### src/rtl/acis_pkg.sv
package acis_pkg;

    // ****************************************************************
    // Processor port dimensions.
    // ****************************************************************
    localparam int ACIS_ADDR_W = 8;
    localparam int ACIS_DATA_W = 8;

    // ****************************************************************
    // Register offsets.
    // ****************************************************************
    localparam logic [7:0] ACIS_OFS_PORT_SUMMARY = 8'h00;
    localparam logic [7:0] ACIS_OFS_TX_IRQ_EN = 8'h28;
    localparam logic [7:0] ACIS_OFS_RX_IRQ_EN = 8'h29;
    localparam logic [7:0] ACIS_OFS_TX_FLAGS = 8'h2c;
    localparam logic [7:0] ACIS_OFS_RX_FLAGS = 8'h2d;
    localparam logic [7:0] ACIS_OFS_TX_STATUS = 8'h2e;

    // ****************************************************************
    // Reset values.
    // ****************************************************************
    localparam logic [7:0] ACIS_RST_TX_IRQ_EN = 8'hfc;
    localparam logic [7:0] ACIS_RST_RX_IRQ_EN = 8'hff;
    localparam logic [7:0] ACIS_RST_TX_STATUS = 8'h00;
    localparam logic [7:0] ACIS_RST_FLAGS = 8'h00;

    // ****************************************************************
    // Implemented bit masks of the flag and status registers, and the dual-edge event bits.
    // ****************************************************************
    localparam logic [7:0] ACIS_MASK_TX_FLAGS = 8'hfc;
    localparam logic [7:0] ACIS_MASK_RX_FLAGS = 8'hef;
    localparam logic [7:0] ACIS_MASK_TX_EVENTS = 8'hfc;
    localparam logic [7:0] ACIS_MASK_TX_STATUS = 8'hfd;
    localparam logic [7:0] ACIS_DUAL_RX = 8'h80;
    localparam logic [7:0] ACIS_DUAL_TX = 8'h00;

    // ****************************************************************
    // Field positions.
    // ****************************************************************
    localparam int ACIS_BIT_PARITY_ERR = 7;
    localparam int ACIS_BIT_CELL_START_ERR = 6;
    localparam int ACIS_BIT_TX_OVERFLOW = 5;
    localparam int ACIS_BIT_RX_OVERFLOW = 4;
    localparam int ACIS_BIT_CELL_SENT = 3;
    localparam int ACIS_BIT_BUS_CONFLICT = 2;
    localparam int ACIS_BIT_REPEAT_LAST = 0;
    localparam int ACIS_BIT_DELIN_LOSS = 7;
    localparam int ACIS_BIT_HEC_DETECT = 6;
    localparam int ACIS_BIT_HEC_CORRECT = 5;
    localparam int ACIS_BIT_RECEIVER_HOLD = 4;
    localparam int ACIS_BIT_CELL_RX = 3;
    localparam int ACIS_BIT_IDLE_RX = 2;
    localparam int ACIS_BIT_UNMATCHED = 1;
    localparam int ACIS_BIT_NONZERO_GFC = 0;
    localparam int ACIS_BIT_SUM_TX = 1;
    localparam int ACIS_BIT_SUM_RX = 0;

endpackage : acis_pkg

### src/rtl/acis_event_latch.sv
module acis_event_latch #(
    parameter int W = 8,
    parameter logic [W-1:0] DUAL = '0
) (
    // Clock and reset.
    input wire logic clk,
    input wire logic rst,
    // Status levels, enables and clearing read.
    input wire logic [W-1:0] status_in,
    input wire logic [W-1:0] enable_in,
    input wire logic clear_in,
    // Latched flags.
    output logic [W-1:0] flags_out
);

    typedef struct packed {
        logic [W-1:0] prev;
        logic [W-1:0] flags;
    } acis_latch_type;

    acis_latch_type st_ff;
    acis_latch_type nxt_st;

    // Edge detection: rising edges always, falling edges only on
    // dual-event bits; an edge latches only while its enable is set,
    // and a new edge wins over a clearing read in the same cycle.
    always_comb begin
        logic [W-1:0] edges;
        edges = '0;
        nxt_st = st_ff;
        edges = (status_in & ~st_ff.prev) | (~status_in & st_ff.prev & DUAL);
        nxt_st.prev = status_in;
        nxt_st.flags = (clear_in ? '0 : st_ff.flags) | (edges & enable_in);
    end

    // State register.
    always_ff @(posedge clk or posedge rst) begin
        if (rst) begin
            st_ff <= '0;
        end else begin
            st_ff <= nxt_st;
        end
    end

    assign flags_out = st_ff.flags;

endmodule : acis_event_latch

### src/rtl/acis_cell_irq.sv
// Functional notes
// Receive enable register: one enable per receive event, bits 7..0.
// Any enabled pending receive flag drives the port delineator interrupt.
// Receive enable register resets to all ones.
// Transmit flag bits: 7 parity .. 2 bus conflict; 1 and 0 unused.
// Single-event flags set on rising status edge only when enabled.
// Delineation loss flag sets on either edge when enabled.
// Reading a flag register returns the flags then clears them.
// Receive flag bits: 7 loss, 6,5 HEC, 3..0 cell types; 4 empty.
// Transmit status records a start-of-cell error on boundary mismatch.
// Transmit status records transmit FIFO overflow.
// Transmit status records receive FIFO overflow.
// Transmit status flags a bus conflict on duplicate address.
// Status bit 0 selects repeating last cell, else idle cells.
// Status event bits hold events since last read; read clears.
// Masked events are not latched in flag registers.
// Summary register shows transmit and receive pending flags.
// Unused bits read zero and ignore writes.
// An event in the clearing read cycle stays latched.
module acis_cell_irq
    import acis_pkg::*;
(
    // Clock and reset.
    input wire logic CLK,
    input wire logic RST,
    // Processor register port.
    input wire logic CPU_SEL,
    input wire logic CPU_RD,
    input wire logic CPU_WR,
    input wire logic [acis_pkg::ACIS_ADDR_W-1:0] CPU_ADDR,
    input wire logic [acis_pkg::ACIS_DATA_W-1:0] CPU_WDATA,
    output logic [acis_pkg::ACIS_DATA_W-1:0] CPU_RDATA,
    // Transmit events from the cell transmitter and UTOPIA logic.
    input wire logic TX_PARITY_ERR,
    input wire logic TX_FIFO_OVERFLOW,
    input wire logic RX_FIFO_OVERFLOW,
    input wire logic TX_CELL_SENT,
    input wire logic TX_BUS_CONFLICT,
    input wire logic TX_OCTET_STROBE,
    input wire logic TX_CELL_BOUNDARY,
    // Transmit start-of-cell pin.
    input wire logic TX_CELL_START_IN,
    // Receive status from the cell delineator.
    input wire logic RX_DELINEATION_LOSS,
    input wire logic RX_HEC_DETECT,
    input wire logic RX_HEC_CORRECT,
    input wire logic RX_CELL_RX,
    input wire logic RX_IDLE_RX,
    input wire logic RX_UNMATCHED_CELL,
    input wire logic RX_NONZERO_FLOW_CTL,
    // Interrupt, summary and gap-fill control outputs.
    output logic DELINEATOR_PORT_IRQ,
    output logic PORT_SUMMARY_TX,
    output logic PORT_SUMMARY_RX,
    output logic REPEAT_LAST_CELL
);

    // ****************************************************************
    // State of the block.
    // ****************************************************************
    typedef struct packed {
        logic [7:0] tx_en;
        logic [7:0] rx_en;
        logic [7:0] tx_status;
        logic [7:0] rdata;
        logic irq;
        logic sum_tx;
        logic sum_rx;
        logic soc_meta;
        logic soc_sync;
        logic strobe_d1;
        logic strobe_d2;
        logic bound_d1;
        logic bound_d2;
    } acis_state_type;

    acis_state_type st_ff;
    acis_state_type nxt_st;

    // ****************************************************************
    // Access decode.
    // ****************************************************************
    logic rd_access;
    logic wr_access;
    logic rd_tx_flags;
    logic rd_rx_flags;
    logic rd_tx_status;
    logic soc_error;
    logic [7:0] tx_events;
    logic [7:0] rx_levels;
    logic [7:0] tx_flags_raw;
    logic [7:0] rx_flags_raw;
    logic [7:0] tx_flags;
    logic [7:0] rx_flags;

    // Reads and writes are one-cycle strobes qualified by select.
    assign rd_access = CPU_SEL & CPU_RD;
    assign wr_access = CPU_SEL & CPU_WR;
    assign rd_tx_flags = rd_access && (CPU_ADDR == ACIS_OFS_TX_FLAGS);
    assign rd_rx_flags = rd_access && (CPU_ADDR == ACIS_OFS_RX_FLAGS);
    assign rd_tx_status = rd_access && (CPU_ADDR == ACIS_OFS_TX_STATUS);

    // ****************************************************************
    // Transmit event sources.
    // ****************************************************************

    // A start-of-cell mark off a boundary, or a boundary without the
    // mark, is an error; strobe and boundary are delayed to match the
    // two-stage pin synchroniser.
    assign soc_error = st_ff.strobe_d2 &&
        (st_ff.soc_sync != st_ff.bound_d2);

    // Events that load the transmit status register this cycle.
    always_comb begin
        tx_events = 8'h00;
        tx_events[ACIS_BIT_PARITY_ERR] = TX_PARITY_ERR;
        tx_events[ACIS_BIT_CELL_START_ERR] = soc_error;
        tx_events[ACIS_BIT_TX_OVERFLOW] = TX_FIFO_OVERFLOW;
        tx_events[ACIS_BIT_RX_OVERFLOW] = RX_FIFO_OVERFLOW;
        tx_events[ACIS_BIT_CELL_SENT] = TX_CELL_SENT;
        tx_events[ACIS_BIT_BUS_CONFLICT] = TX_BUS_CONFLICT;
    end

    // Receive status levels watched for transitions.
    always_comb begin
        rx_levels = 8'h00;
        rx_levels[ACIS_BIT_DELIN_LOSS] = RX_DELINEATION_LOSS;
        rx_levels[ACIS_BIT_HEC_DETECT] = RX_HEC_DETECT;
        rx_levels[ACIS_BIT_HEC_CORRECT] = RX_HEC_CORRECT;
        rx_levels[ACIS_BIT_CELL_RX] = RX_CELL_RX;
        rx_levels[ACIS_BIT_IDLE_RX] = RX_IDLE_RX;
        rx_levels[ACIS_BIT_UNMATCHED] = RX_UNMATCHED_CELL;
        rx_levels[ACIS_BIT_NONZERO_GFC] = RX_NONZERO_FLOW_CTL;
    end

    // ****************************************************************
    // Interrupt flag latches.
    // ****************************************************************

    // Transmit flags follow rising edges of the sticky status bits.
    acis_event_latch #(
        .W(8),
        .DUAL(ACIS_DUAL_TX)
    ) u_tx_latch (
        .clk(CLK),
        .rst(RST),
        .status_in(st_ff.tx_status & ACIS_MASK_TX_EVENTS),
        .enable_in(st_ff.tx_en),
        .clear_in(rd_tx_flags),
        .flags_out(tx_flags_raw)
    );

    // Receive flags; loss of delineation reacts to both edges.
    acis_event_latch #(
        .W(8),
        .DUAL(ACIS_DUAL_RX)
    ) u_rx_latch (
        .clk(CLK),
        .rst(RST),
        .status_in(rx_levels),
        .enable_in(st_ff.rx_en),
        .clear_in(rd_rx_flags),
        .flags_out(rx_flags_raw)
    );

    // Empty positions are forced low whatever the latch holds.
    assign tx_flags = tx_flags_raw & ACIS_MASK_TX_FLAGS;
    assign rx_flags = rx_flags_raw & ACIS_MASK_RX_FLAGS;

    // ****************************************************************
    // Next-state logic.
    // ****************************************************************
    always_comb begin
        nxt_st = st_ff;

        // Pin synchroniser and matching delay of the octet timing.
        nxt_st.soc_meta = TX_CELL_START_IN;
        nxt_st.soc_sync = st_ff.soc_meta;
        nxt_st.strobe_d1 = TX_OCTET_STROBE;
        nxt_st.strobe_d2 = st_ff.strobe_d1;
        nxt_st.bound_d1 = TX_CELL_BOUNDARY;
        nxt_st.bound_d2 = st_ff.bound_d1;

        // Sticky transmit events; a read clears them, a new event in
        // the same cycle survives the clear.
        nxt_st.tx_status[7:2] = (rd_tx_status ?
            6'h00 : st_ff.tx_status[7:2]) | tx_events[7:2];
        nxt_st.tx_status[1] = 1'b0;

        // Register writes; read-only registers ignore writes.
        if (wr_access) begin
            unique case (CPU_ADDR)
                ACIS_OFS_TX_IRQ_EN: begin
                    nxt_st.tx_en = CPU_WDATA & ACIS_MASK_TX_FLAGS;
                end
                ACIS_OFS_RX_IRQ_EN: begin
                    nxt_st.rx_en = CPU_WDATA;
                end
                ACIS_OFS_TX_STATUS: begin
                    nxt_st.tx_status[ACIS_BIT_REPEAT_LAST] =
                        CPU_WDATA[ACIS_BIT_REPEAT_LAST];
                end
                default: begin
                    nxt_st.rdata = st_ff.rdata;
                end
            endcase
        end

        // Read data is captured before the clearing edge takes effect.
        if (rd_access) begin
            unique case (CPU_ADDR)
                ACIS_OFS_PORT_SUMMARY: begin
                    nxt_st.rdata = 8'h00;
                    nxt_st.rdata[ACIS_BIT_SUM_TX] = st_ff.sum_tx;
                    nxt_st.rdata[ACIS_BIT_SUM_RX] = st_ff.sum_rx;
                end
                ACIS_OFS_TX_IRQ_EN: begin
                    nxt_st.rdata = st_ff.tx_en;
                end
                ACIS_OFS_RX_IRQ_EN: begin
                    nxt_st.rdata = st_ff.rx_en;
                end
                ACIS_OFS_TX_FLAGS: begin
                    nxt_st.rdata = tx_flags;
                end
                ACIS_OFS_RX_FLAGS: begin
                    nxt_st.rdata = rx_flags;
                end
                ACIS_OFS_TX_STATUS: begin
                    nxt_st.rdata = st_ff.tx_status & ACIS_MASK_TX_STATUS;
                end
                default: begin
                    nxt_st.rdata = 8'h00;
                end
            endcase
        end

        // Summary bits stand while any flag of their register pends.
        nxt_st.sum_tx = |tx_flags;
        nxt_st.sum_rx = |rx_flags;

        // Enabled pending flags raise the port delineator interrupt.
        nxt_st.irq = |(tx_flags & st_ff.tx_en) |
            |(rx_flags & st_ff.rx_en);
    end

    // ****************************************************************
    // State register.
    // ****************************************************************
    always_ff @(posedge CLK or posedge RST) begin
        if (RST) begin
            st_ff <= '0;
            st_ff.tx_en <= ACIS_RST_TX_IRQ_EN;
            st_ff.rx_en <= ACIS_RST_RX_IRQ_EN;
            st_ff.tx_status <= ACIS_RST_TX_STATUS;
        end else begin
            st_ff <= nxt_st;
        end
    end

    // ****************************************************************
    // Outputs.
    // ****************************************************************
    assign CPU_RDATA = st_ff.rdata;
    assign DELINEATOR_PORT_IRQ = st_ff.irq;
    assign PORT_SUMMARY_TX = st_ff.sum_tx;
    assign PORT_SUMMARY_RX = st_ff.sum_rx;
    assign REPEAT_LAST_CELL = st_ff.tx_status[ACIS_BIT_REPEAT_LAST];

endmodule : acis_cell_irq

### config.mk
export PLATFORM = sky130hd
export DESIGN_NAME = acis_cell_irq
export DESIGN_NICKNAME = d
export VERILOG_FILES = /design/src/rtl/acis_pkg.sv /design/src/rtl/acis_event_latch.sv /design/src/rtl/acis_cell_irq.sv
export SDC_FILE = /design/constraint.sdc
export NUM_CORES = 1
export LEC_CHECK = 0
export ABC_CLOCK_PERIOD_IN_PS = 2600
export BUFFER_PORTS_ARGS = -buffer_cell sky130_fd_sc_hd__buf_2
export CORE_ASPECT_RATIO = 0.8
export CORE_MARGIN = 2
export CORE_UTILIZATION = 45
export CTS_CLUSTER_DIAMETER = 30
export DETAILED_ROUTE_END_ITERATION = 12
export PLACE_DENSITY = 0.72
export SLEW_MARGIN = 20
export SYNTH_ARGS = -nofsm -noshare
export SYNTH_HDL_FRONTEND = slang
export SYNTH_SLANG_ARGS = --single-unit
### constraint.sdc
create_clock -name CLK -period 2.6 [get_ports CLK]
set_input_delay 0.52 -clock CLK [delete_from_list [all_inputs] [get_ports CLK]]
set_output_delay 0.52 -clock CLK [all_outputs]
set_load 0.01 [all_outputs]
==> results of run 1 <==
metal layers:
layer | GRT usage | up-vias | wire (um) | share of wire
met5 | 0 | - | 0 | 0
met4 | 0.0556 | 0 | 61 | 0.010
met1 | 0.257 | 961 | 2820 | 0.48
met3 | 0.0810 | 5 | 311 | 0.053
li1 | - | 896 | - | -
met2 | 0.293 | 49 | 2680 | 0.46
synth_stat cells (2+ instances only):
cell,count
dfstp_2,14
a22o_1,6
dfrtp_1,50
nor4_1,4
nand2_1,23
a21o_1,5
a32o_1,6
mux2_2,22
nor4b_4,2
mux2i_1,5
buf_2,2
nand4b_1,2
o21ai_0,10
clkbuf_1,2
nand3_1,8
xor2_1,2
nor3_1,3
o2bb2ai_1,6
a221oi_1,2
nor2_1,2
buf_4,8
inv_1,8
a22oi_1,7
worst reg2reg max path: stages (launching register included):
cell      delay (ps)
dfstp_2          530
or4bb_1          490
o211ai_1         110
nand2_1           70
o21ai_0          150
flip-flops by register name (all words and copies together), names as in the netlist:
name	cells
PORT_SUMMARY_TX	1
u_rx_latch.st_ff	7
PORT_SUMMARY_RX	1
DELINEATOR_PORT_IRQ	1
u_tx_latch.st_ff	6
u_tx_latch.flags_out	6
nxt_st	3
u_rx_latch.flags_out	7
REPEAT_LAST_CELL	1
CPU_RDATA	8
st_ff	23
power by group through the flow:
stage / Sequential (mW) / Clock, mW / Combinational, mW
after CTS: 1.10 / 0.760 / 0.191
final: 1.10 / 0.735 / 0.190
after floorplan: 1.11 / 0 / 0.110
after detailed placement: 1.11 / 0 / 0.189
after global placement: 1.11 / 0 / 0.185
after global routing: 1.10 / 0.805 / 0.210
layout make-up:
cell class | count | share of cell area
Clock buffer | 11 | 0.0438
Clock inverter | 5 | 0.0101
Inverter | 8 | 0.00931
Multi-Input combinational cell | 130 | 0.316
Sequential cell | 64 | 0.502
Tap cell | 81 | 0.0314
Timing Repair Buffer | 53 | 0.0869
path summary, 6_finish.rpt:
| kind | cells after the start | endpoint | slack (ps) |
|---|---|---|---|
| setup / recovery | 5 | CPU_RDATA[3] | 660 |
| hold / removal | 2 | nxt_st[2] | 50 |
| setup reg to reg | 4 | CPU_RDATA[4] | 1180 |
| hold reg to reg | 0 | st_ff[4] | 350 |
| max in group asynchronous | 3 | st_ff[37] | 1870 |
| min in group CLK | 1 | nxt_st[0] | 280 |
metrics by stage:
| step | instances | hold slack, ps | worst slack (ps) | power (mW) | utilization |
|---|---|---|---|---|---|
| after floorplan | 215 | 331 | 505 | 1.22 | - |
| after global placement | 336 | 336 | 375 | 1.30 | 0.516 |
| after detailed placement | 336 | 339 | 323 | 1.30 | 0.516 |
| after CTS | 352 | 31.1 | 665 | 2.05 | 0.545 |
| after global routing | 352 | 28.9 | 444 | 2.12 | 0.545 |
| final | 352 | 46.7 | 664 | 2.02 | 0.545 |
cells by family (layout without fill, tap and decap cells):
group | Yosys count | in the layout | synth area share
xor gates and xnor gates | 2 | 2 | 0.00637
buffers and inverters | 21 | 77 | 0.0405
AOI/OAI and AO/OA | 49 | 49 | 0.141
DFF | 64 | 64 | 0.589
and+or+nand+nor | 52 | 52 | 0.116
muxes | 27 | 27 | 0.108
==> metrics.txt, run 1 <==
status complete, no violations; post-synth cell types 39; Post-synth EDFFs 0; global-route usage over all layers 0.193; Int Pwr 1.51 mW; Rows 25; Design Area, Final 0.00322 mm^2; # diodes 0; Comb pwr share 0.094; final setup violation count 0; Post-Syn Nets 251; P_leak 1.39 nW; Slew headroom 0.607; CTS hold repair buffers 0; Synth area leader dfrtp_1; Mapped Avg Cell Area 12.8 um^2; WP data required 2850 ps; final period utilization 0.745; largest net degree at the start of global routing 36; sw frac 0.253; Clock Latency Late Sink 340 ps; pwr/cell area 627 mW/mm^2; Layout Nets 302; Core ar. 0.00591 mm^2; startpoint types input port; max_cap viols 0; Area Growth Syn to Fin 17.2%; CP top delay family compound AO/OA/AOI/OAI gates; clock-pin slew on the worst setup and hold paths 70 ps; register area share after synthesis 0.589; wire length of the first global-routing pass 9750 um; Buf+Inv Stages, Crit Path 1; Clock Skew 7.93 ps; switching pwr 512 uW; async set or reset register ratio after synthesis 1.00; Layout fillers 525; clock root cell clkbuf_8; Die ar. 0.00676 mm^2; Crit Path Max Fanout 25; CTS Buffer Depth 2; IR Drop Worst-Case VDD 0.000329 V; CP endpoint kind register; via count 1,911; starting density of the core 0.465; RSZ-0062 raised after global routing no; Slowest Stage Delay on Critical Path 620 ps; Max Clk Rate 517 MHz; drt pass-1 iters 6; initial antenna violation count 0; cts repair resizes 0; most common cell after layout, fill and taps aside dfrtp_1; CP Cell Sequence buf_2 -> nand2b_1 -> a2111oi_1 -> nand3_1 -> o21ai_0; top-area cell type share of the netlist area 0.455; worst min-delay path category input port to asynchronous set/reset pin; Period minus WS final 1940 ps; Slew @ Worst Pin 581 ps; top_reg_cell synth dfrtp_1; worst flop-to-flop path startpoint st_ff[29]; Final Wtd Congestion 0.846; post-place instance area 0.00305 mm^2; crit path DAT 2180 ps; Final Hold Viols 0; Residual DRC 0; synthesized instance count 215; antenna viol nets, final 0; number of H-tree levels 3; number of DRC markers in iteration 0 110; Slew Viols, Final 0; Mapped Area 0.00275 mm^2; Setup Buffers After CTS 0; top cells by area, synth dfrtp_1 45%, dfstp_2 13%, mux2_2 9.0%; WS Path Type input port to register; Seq cells post-synth 64; Num CTS Buffers 9; Die Height 73.9 um; launch point of the worst path CPU_ADDR[2]; grt ovf 0; I/O Pins 48; multi-input combinational cell area 0.00102 mm^2; most frequent cells in the layout 50 x dfrtp_1, 47 x buf_2, 23 x nand2_1, 22 x mux2_2, 14 x dfstp_2; Seq. cell area 0.00162 mm^2; Port Buffers 47; die span in x 91.4 um; dpl hpwl 4290 um; drt wl/cell 16.7 um; Reg power frac 0.543; share of layout cells above drive strength 1 0.406; Setup TNS Final 0 ps; yosys warns 0; Clock Power Share 0.363; # clock sinks 64; vias in the first global route 1,902; final wirelength 5870 um; slowest cell on the critical path a2111oi_1; CTS tree built; vias per cell 5.43
No activity file was read; power rests on OpenSTA's default activity.
==> run 2, diff against run 1 <==
Settings changed: ABC_CLOCK_PERIOD_IN_PS 2600 to 1950.
Clock period 2.6 ns to 1.95 ns, I/O delays scaled along.
==> metrics.txt, run 2 (synthesis gave the netlist of run 1 again) <==
status complete, no violations; largest net degree at the start of global routing 65 (+81%); Num CTS Buffers 9 (unchanged); Slew Viols, Final 0 (unchanged); final wirelength 5730 um (-2.4%); Slew @ Worst Pin 557 ps (-24.5 ps); WS Path Type input port to register; clock-pin slew on the worst setup and hold paths 60 ps (about the same); Die ar. 0.00676 mm^2 (unchanged); RSZ-0062 raised after global routing no; Comb pwr share 0.091 (-0.003); Period minus WS final 1590 ps; Rows 25 (unchanged); worst flop-to-flop path startpoint st_ff[29]; Layout Nets 310 (+2.6%); clock root cell clkbuf_8; Port Buffers 47 (unchanged); Final Hold Viols 0 (unchanged); WP data required 2210 ps (-640 ps); CP top delay family simple AND/OR/NAND/NOR gates; drt pass-1 iters 4 (-2); global-route usage over all layers 0.184 (-0.00961); drt wl/cell 15.9 um (-4.6%); Final Wtd Congestion 0.827 (-2.2%); Residual DRC 0 (unchanged); number of H-tree levels 3 (unchanged); cts repair resizes 0 (unchanged); Top reg by flops st_ff; # diodes 0 (unchanged); sw frac 0.226 (-0.0273); post-place instance area 0.00314 mm^2 (+2.9%); Clock Latency Late Sink 330 ps (about the same); antenna viol nets, final 0 (unchanged); crit path DAT 1840 ps (-340 ps); Max Used Layer met4; Design Area, Final 0.00334 mm^2 (+3.7%); final setup violation count 0 (unchanged); most frequent cells in the layout 50 x dfrtp_1, 47 x buf_2, 23 x nand2_1, 22 x mux2_2, 14 x dfstp_2; Int Pwr 2.25 mW (+49%); Final Power 2.91 mW (+44%); most common cell after layout, fill and taps aside dfrtp_1; Clock Skew 7.33 ps (-0.596 ps); wire length on met1 2770 um (-1.5%); final period utilization 0.815; max_cap viols 0 (unchanged); R2R cell count 4 (unchanged); Buf+Inv Stages, Crit Path 2 (+1); dpl hpwl 4250 um (-0.93%); pwr/cell area 870 mW/mm^2 (+39%); met2 wire length 2620 um (-2.2%); reg2reg end CPU_RDATA[4]; CTS tree built; Setup TNS Final 0 ps (unchanged); R2R setup slack 550 ps (-630 ps); grt ovf 0 (unchanged); Slowest Stage Delay on Critical Path 560 ps (-60 ps); Setup Buffers After CTS 0 (unchanged); wire length of the first global-routing pass 9250 um (-5.2%); Slew headroom 0.628 (+0.0209); I/O Pins 48 (unchanged); startpoint types input port; Core ar. 0.00591 mm^2 (unchanged); starting density of the core 0.465 (unchanged); Area Growth Syn to Fin 21.6%; IR Drop Worst-Case VDD 0.000539 V (+64%); vias per cell 5.26 (-3.1%); hold slack final 123 ps (+76.2 ps); via count 1,894 (-0.89%); CP Cell Sequence buf_2 -> or4_4 -> nor4_4 -> buf_4 -> mux2_2; Clock Power Share 0.406 (+0.043); Reg power frac 0.503 (-0.040); Max Clk Rate 629 MHz; Crit Path Max Fanout 6 (-76%); Die Height 73.9 um (unchanged); initial antenna violation count 0 (unchanged); switching pwr 657 uW (+28%); max reg flops 23 (unchanged); share of layout cells above drive strength 1 0.416 (+0.00987); CP endpoint kind register; # clock sinks 64 (unchanged); die span in x 91.4 um (unchanged); routed wire length on met3 291 um (-6.4%); post-layout util 0.566 (+0.0203); P_leak 1.45 nW (+4.7%); worst min-delay path category input port to asynchronous set/reset pin; CTS Buffer Depth 2 (unchanged); CTS hold repair buffers 0 (unchanged); slowest cell on the critical path or4_4; vias in the first global route 1,868 (-1.8%); number of DRC markers in iteration 0 89 (-19%)
run 2: worst register-to-register path, stage by stage, from the launching register on:
cell      delay [ps]
dfstp_2          520
or4bb_1          470
o211ai_1         100
nand2_1           70
o21ai_0          160
run 2: final cells by class:
type / count / area [um^2]
Clock inverter: 4 / 70.1
Tap cell: 81 / 101
Sequential cell: 64 / 1620
Fill cell: 534 / 2570
Inverter: 8 / 33.8
Clock buffer: 12 / 135
Timing Repair Buffer: 61 / 365
Multi-Input combinational cell: 130 / 1020
run 2: metal layers:
metal / track usage / vias up
met2: 0.284 / 52
met3: 0.0605 / 5
li1: - / 913
met1: 0.252 / 924
met4: 0.0488 / 0
met5: 0 / -
run 2: power groups by stage:
stage               clock, mW  combinational [mW]  sequential (mW)
CTS                      1.21               0.269             1.46
global route             1.26               0.292             1.47
finish                   1.18               0.265             1.46
detailed placement          0               0.268             1.49
floorplan                   0               0.147             1.47
global placement            0               0.259             1.48
run 2: stage by stage:
| step | worst slack (ps) | std cells |
|---|---|---|
| final | 361 | 360 |
| after global routing | 291 | 360 |
| after CTS | 371 | 360 |
| after detailed placement | 27.5 | 344 |
| after global placement | 43.5 | 344 |
| after floorplan | 168 | 215 |
run 2: how the worst max path moves through the flow:
stage	startpoint	to	slack (ps)	cells past startpoint
3_3_place_gp	CPU_ADDR[7]	st_ff[38]	40	5
4_1_cts	CPU_ADDR[7]	st_ff[37]	370	5
5_1_grt	CPU_ADDR[0]	CPU_RDATA[2]	290	5
2_1_floorplan	CPU_ADDR[7]	st_ff[35]	170	3
6_report	CPU_ADDR[7]	st_ff[37]	360	5
3_5_place_dp	CPU_ADDR[7]	st_ff[37]	30	5
==> run 3, diff against run 2 <==
Settings changed: ABC_CLOCK_PERIOD_IN_PS 1950 to 1500.
Clock period 1.95 ns to 1.5 ns, I/O delays scaled along.
==> metrics.txt, run 3 (synthesis gave the netlist of run 1 again) <==
Slew @ Worst Pin 439 ps (-118 ps); busiest grt layer met2; drt pass-1 iters 4 (unchanged); IR Drop Worst-Case VDD 0.000718 V (+33%); Setup TNS Final 0 ps (unchanged); antenna viol nets, final 0 (unchanged); Setup Buffers After CTS 0 (unchanged); # diodes 0 (unchanged); CTS hold repair buffers 1 (+1); Clock Skew 6.32 ps (-1.01 ps); final wirelength 6100 um (+6.5%); pwr/cell area 1120 mW/mm^2 (+28%); CP endpoint kind register; most frequent cells in the layout 50 x dfrtp_1, 47 x buf_2, 23 x nand2_1, 22 x buf_4, 18 x mux2_2; status complete, no violations; Num CTS Buffers 9 (unchanged); number of H-tree levels 3 (unchanged); number of DRC markers in iteration 0 91 (+2.2%); global-route usage over all layers 0.200 (+0.0167); initial antenna violation count 0 (unchanged); Slew Viols, Final 0 (unchanged); Layout Nets 322 (+3.9%); cts repair resizes 0 (unchanged); starting density of the core 0.465 (unchanged); Residual DRC 0 (unchanged); routing usage on met1 0.267 (+0.0149); clock-pin slew on the worst setup and hold paths 70 ps (about the same); share of layout cells above drive strength 1 0.450 (+0.0344); final period utilization 0.939; clock root cell clkbuf_8; RSZ-0062 raised after global routing no; met3 Use GR 0.0667 (+0.00615); Rows 25 (unchanged); worst slack, placed -263 ps (-291 ps); max reg flops 23 (unchanged); P_leak 1.53 nW (+5.1%); final setup violation count 0 (unchanged); met2 usage 0.306 (+0.0212); Crit Path Max Fanout 6 (unchanged); Port Buffers 47 (unchanged); wire length of the first global-routing pass 10,000 um (+8.3%); Area Growth Syn to Fin 26.7%; dpl hpwl 4570 um (+7.6%); grt ovf 0 (unchanged); Slew headroom 0.707 (+0.0788); via count 1,984 (+4.8%); most common cell after layout, fill and taps aside dfrtp_1; Period minus WS final 1410 ps; Die ar. 0.00676 mm^2 (unchanged); drt wl/cell 16.4 um (+3.0%); I/O Pins 48 (unchanged); largest net degree at the start of global routing 27 (-58%); # clock sinks 64 (unchanged); WS Path Type input port to register; startpoint types input port; final worst slack 91.8 ps (-270 ps); Top reg by flops st_ff; Core ar. 0.00591 mm^2 (unchanged); crit path DAT 1680 ps (-160 ps); worst min-delay path category input port to register; Max Clk Rate 710 MHz; CTS tree built; Clock Latency Late Sink 350 ps (+20 ps); CTS Buffer Depth 2 (unchanged); Die Height 73.9 um (unchanged); WP data required 1770 ps (-440 ps); Final Wtd Congestion 0.848 (+2.5%); max_cap viols 0 (unchanged); Final Hold Viols 0 (unchanged); vias per cell 5.33 (+1.4%); vias in the first global route 1,991 (+6.6%); die span in x 91.4 um (unchanged)
==> run 3: cell count changes in the layout (fill, tap and decap cells not counted) <==
cell	delta
buf_4	+10
mux2_2	-4
mux2_4	+4
clkbuf_1	-3
clkinv_4	+3
a2111oi_1	-1
a2111oi_2	+1
buf_12	+1
dlygate4sd3_1	+1
==> run 3: worst paths after layout <==
check / end / slack (ps) / cells after the start / from
min in group asynchronous: CPU_RDATA[0] / 500 / 3 / RST
max in group asynchronous: st_ff[32] / 470 / 4 / RST
worst min-delay path: nxt_st[2] / 50 / 1 / TX_OCTET_STROBE
worst min register to register: st_ff[0] / 350 / 0 / nxt_st[0]
worst max register to register: CPU_RDATA[4] / 140 / 4 / st_ff[29]
worst max-delay path: st_ff[39] / 90 / 5 / CPU_ADDR[7]
==> run 3: cell type report <==
cell class	instances	area (um^2)
Clock inverter	7	96.3
Fill cell	493	2430
Inverter	8	33.8
Clock buffer	9	124
Multi-Input combinational cell	130	1040
Tap cell	81	101
Sequential cell	64	1620
Timing Repair Buffer	73	470
==> run 3: metal layers <==
layer,vias up,wire length (um)
li1,937,-
met1,986,2860
met2,50,2800
met3,11,343
met4,0,95
met5,-,0
==> run 3: critical path, stage by stage <==
cell and delay (ps):
buf_2 130, or4_4 570, nor4_4 140, buf_4 210, mux2_2 340
==> run 3: power breakdown <==
group	internal (mW)	total, mW	switching (mW)
clock network	0.937	1.62	0.682
registers	1.83	1.90	0.0748
logic	0.189	0.370	0.182
total	2.95	3.89	0.938
==> run 3: through the flow <==
step | power (mW) | utilization | instance area (um^2) | hold slack, ps | instances
after floorplan | 2.11 | - | 2780 | 331 | 215
after detailed placement | 2.30 | 0.550 | 3250 | 323 | 355
after global routing | 4.05 | 0.589 | 3480 | 36.1 | 372
after global placement | 2.29 | 0.550 | 3250 | 317 | 355
after CTS | 3.93 | 0.589 | 3480 | 38.5 | 372
final | 3.89 | 0.589 | 3480 | 53.7 | 372
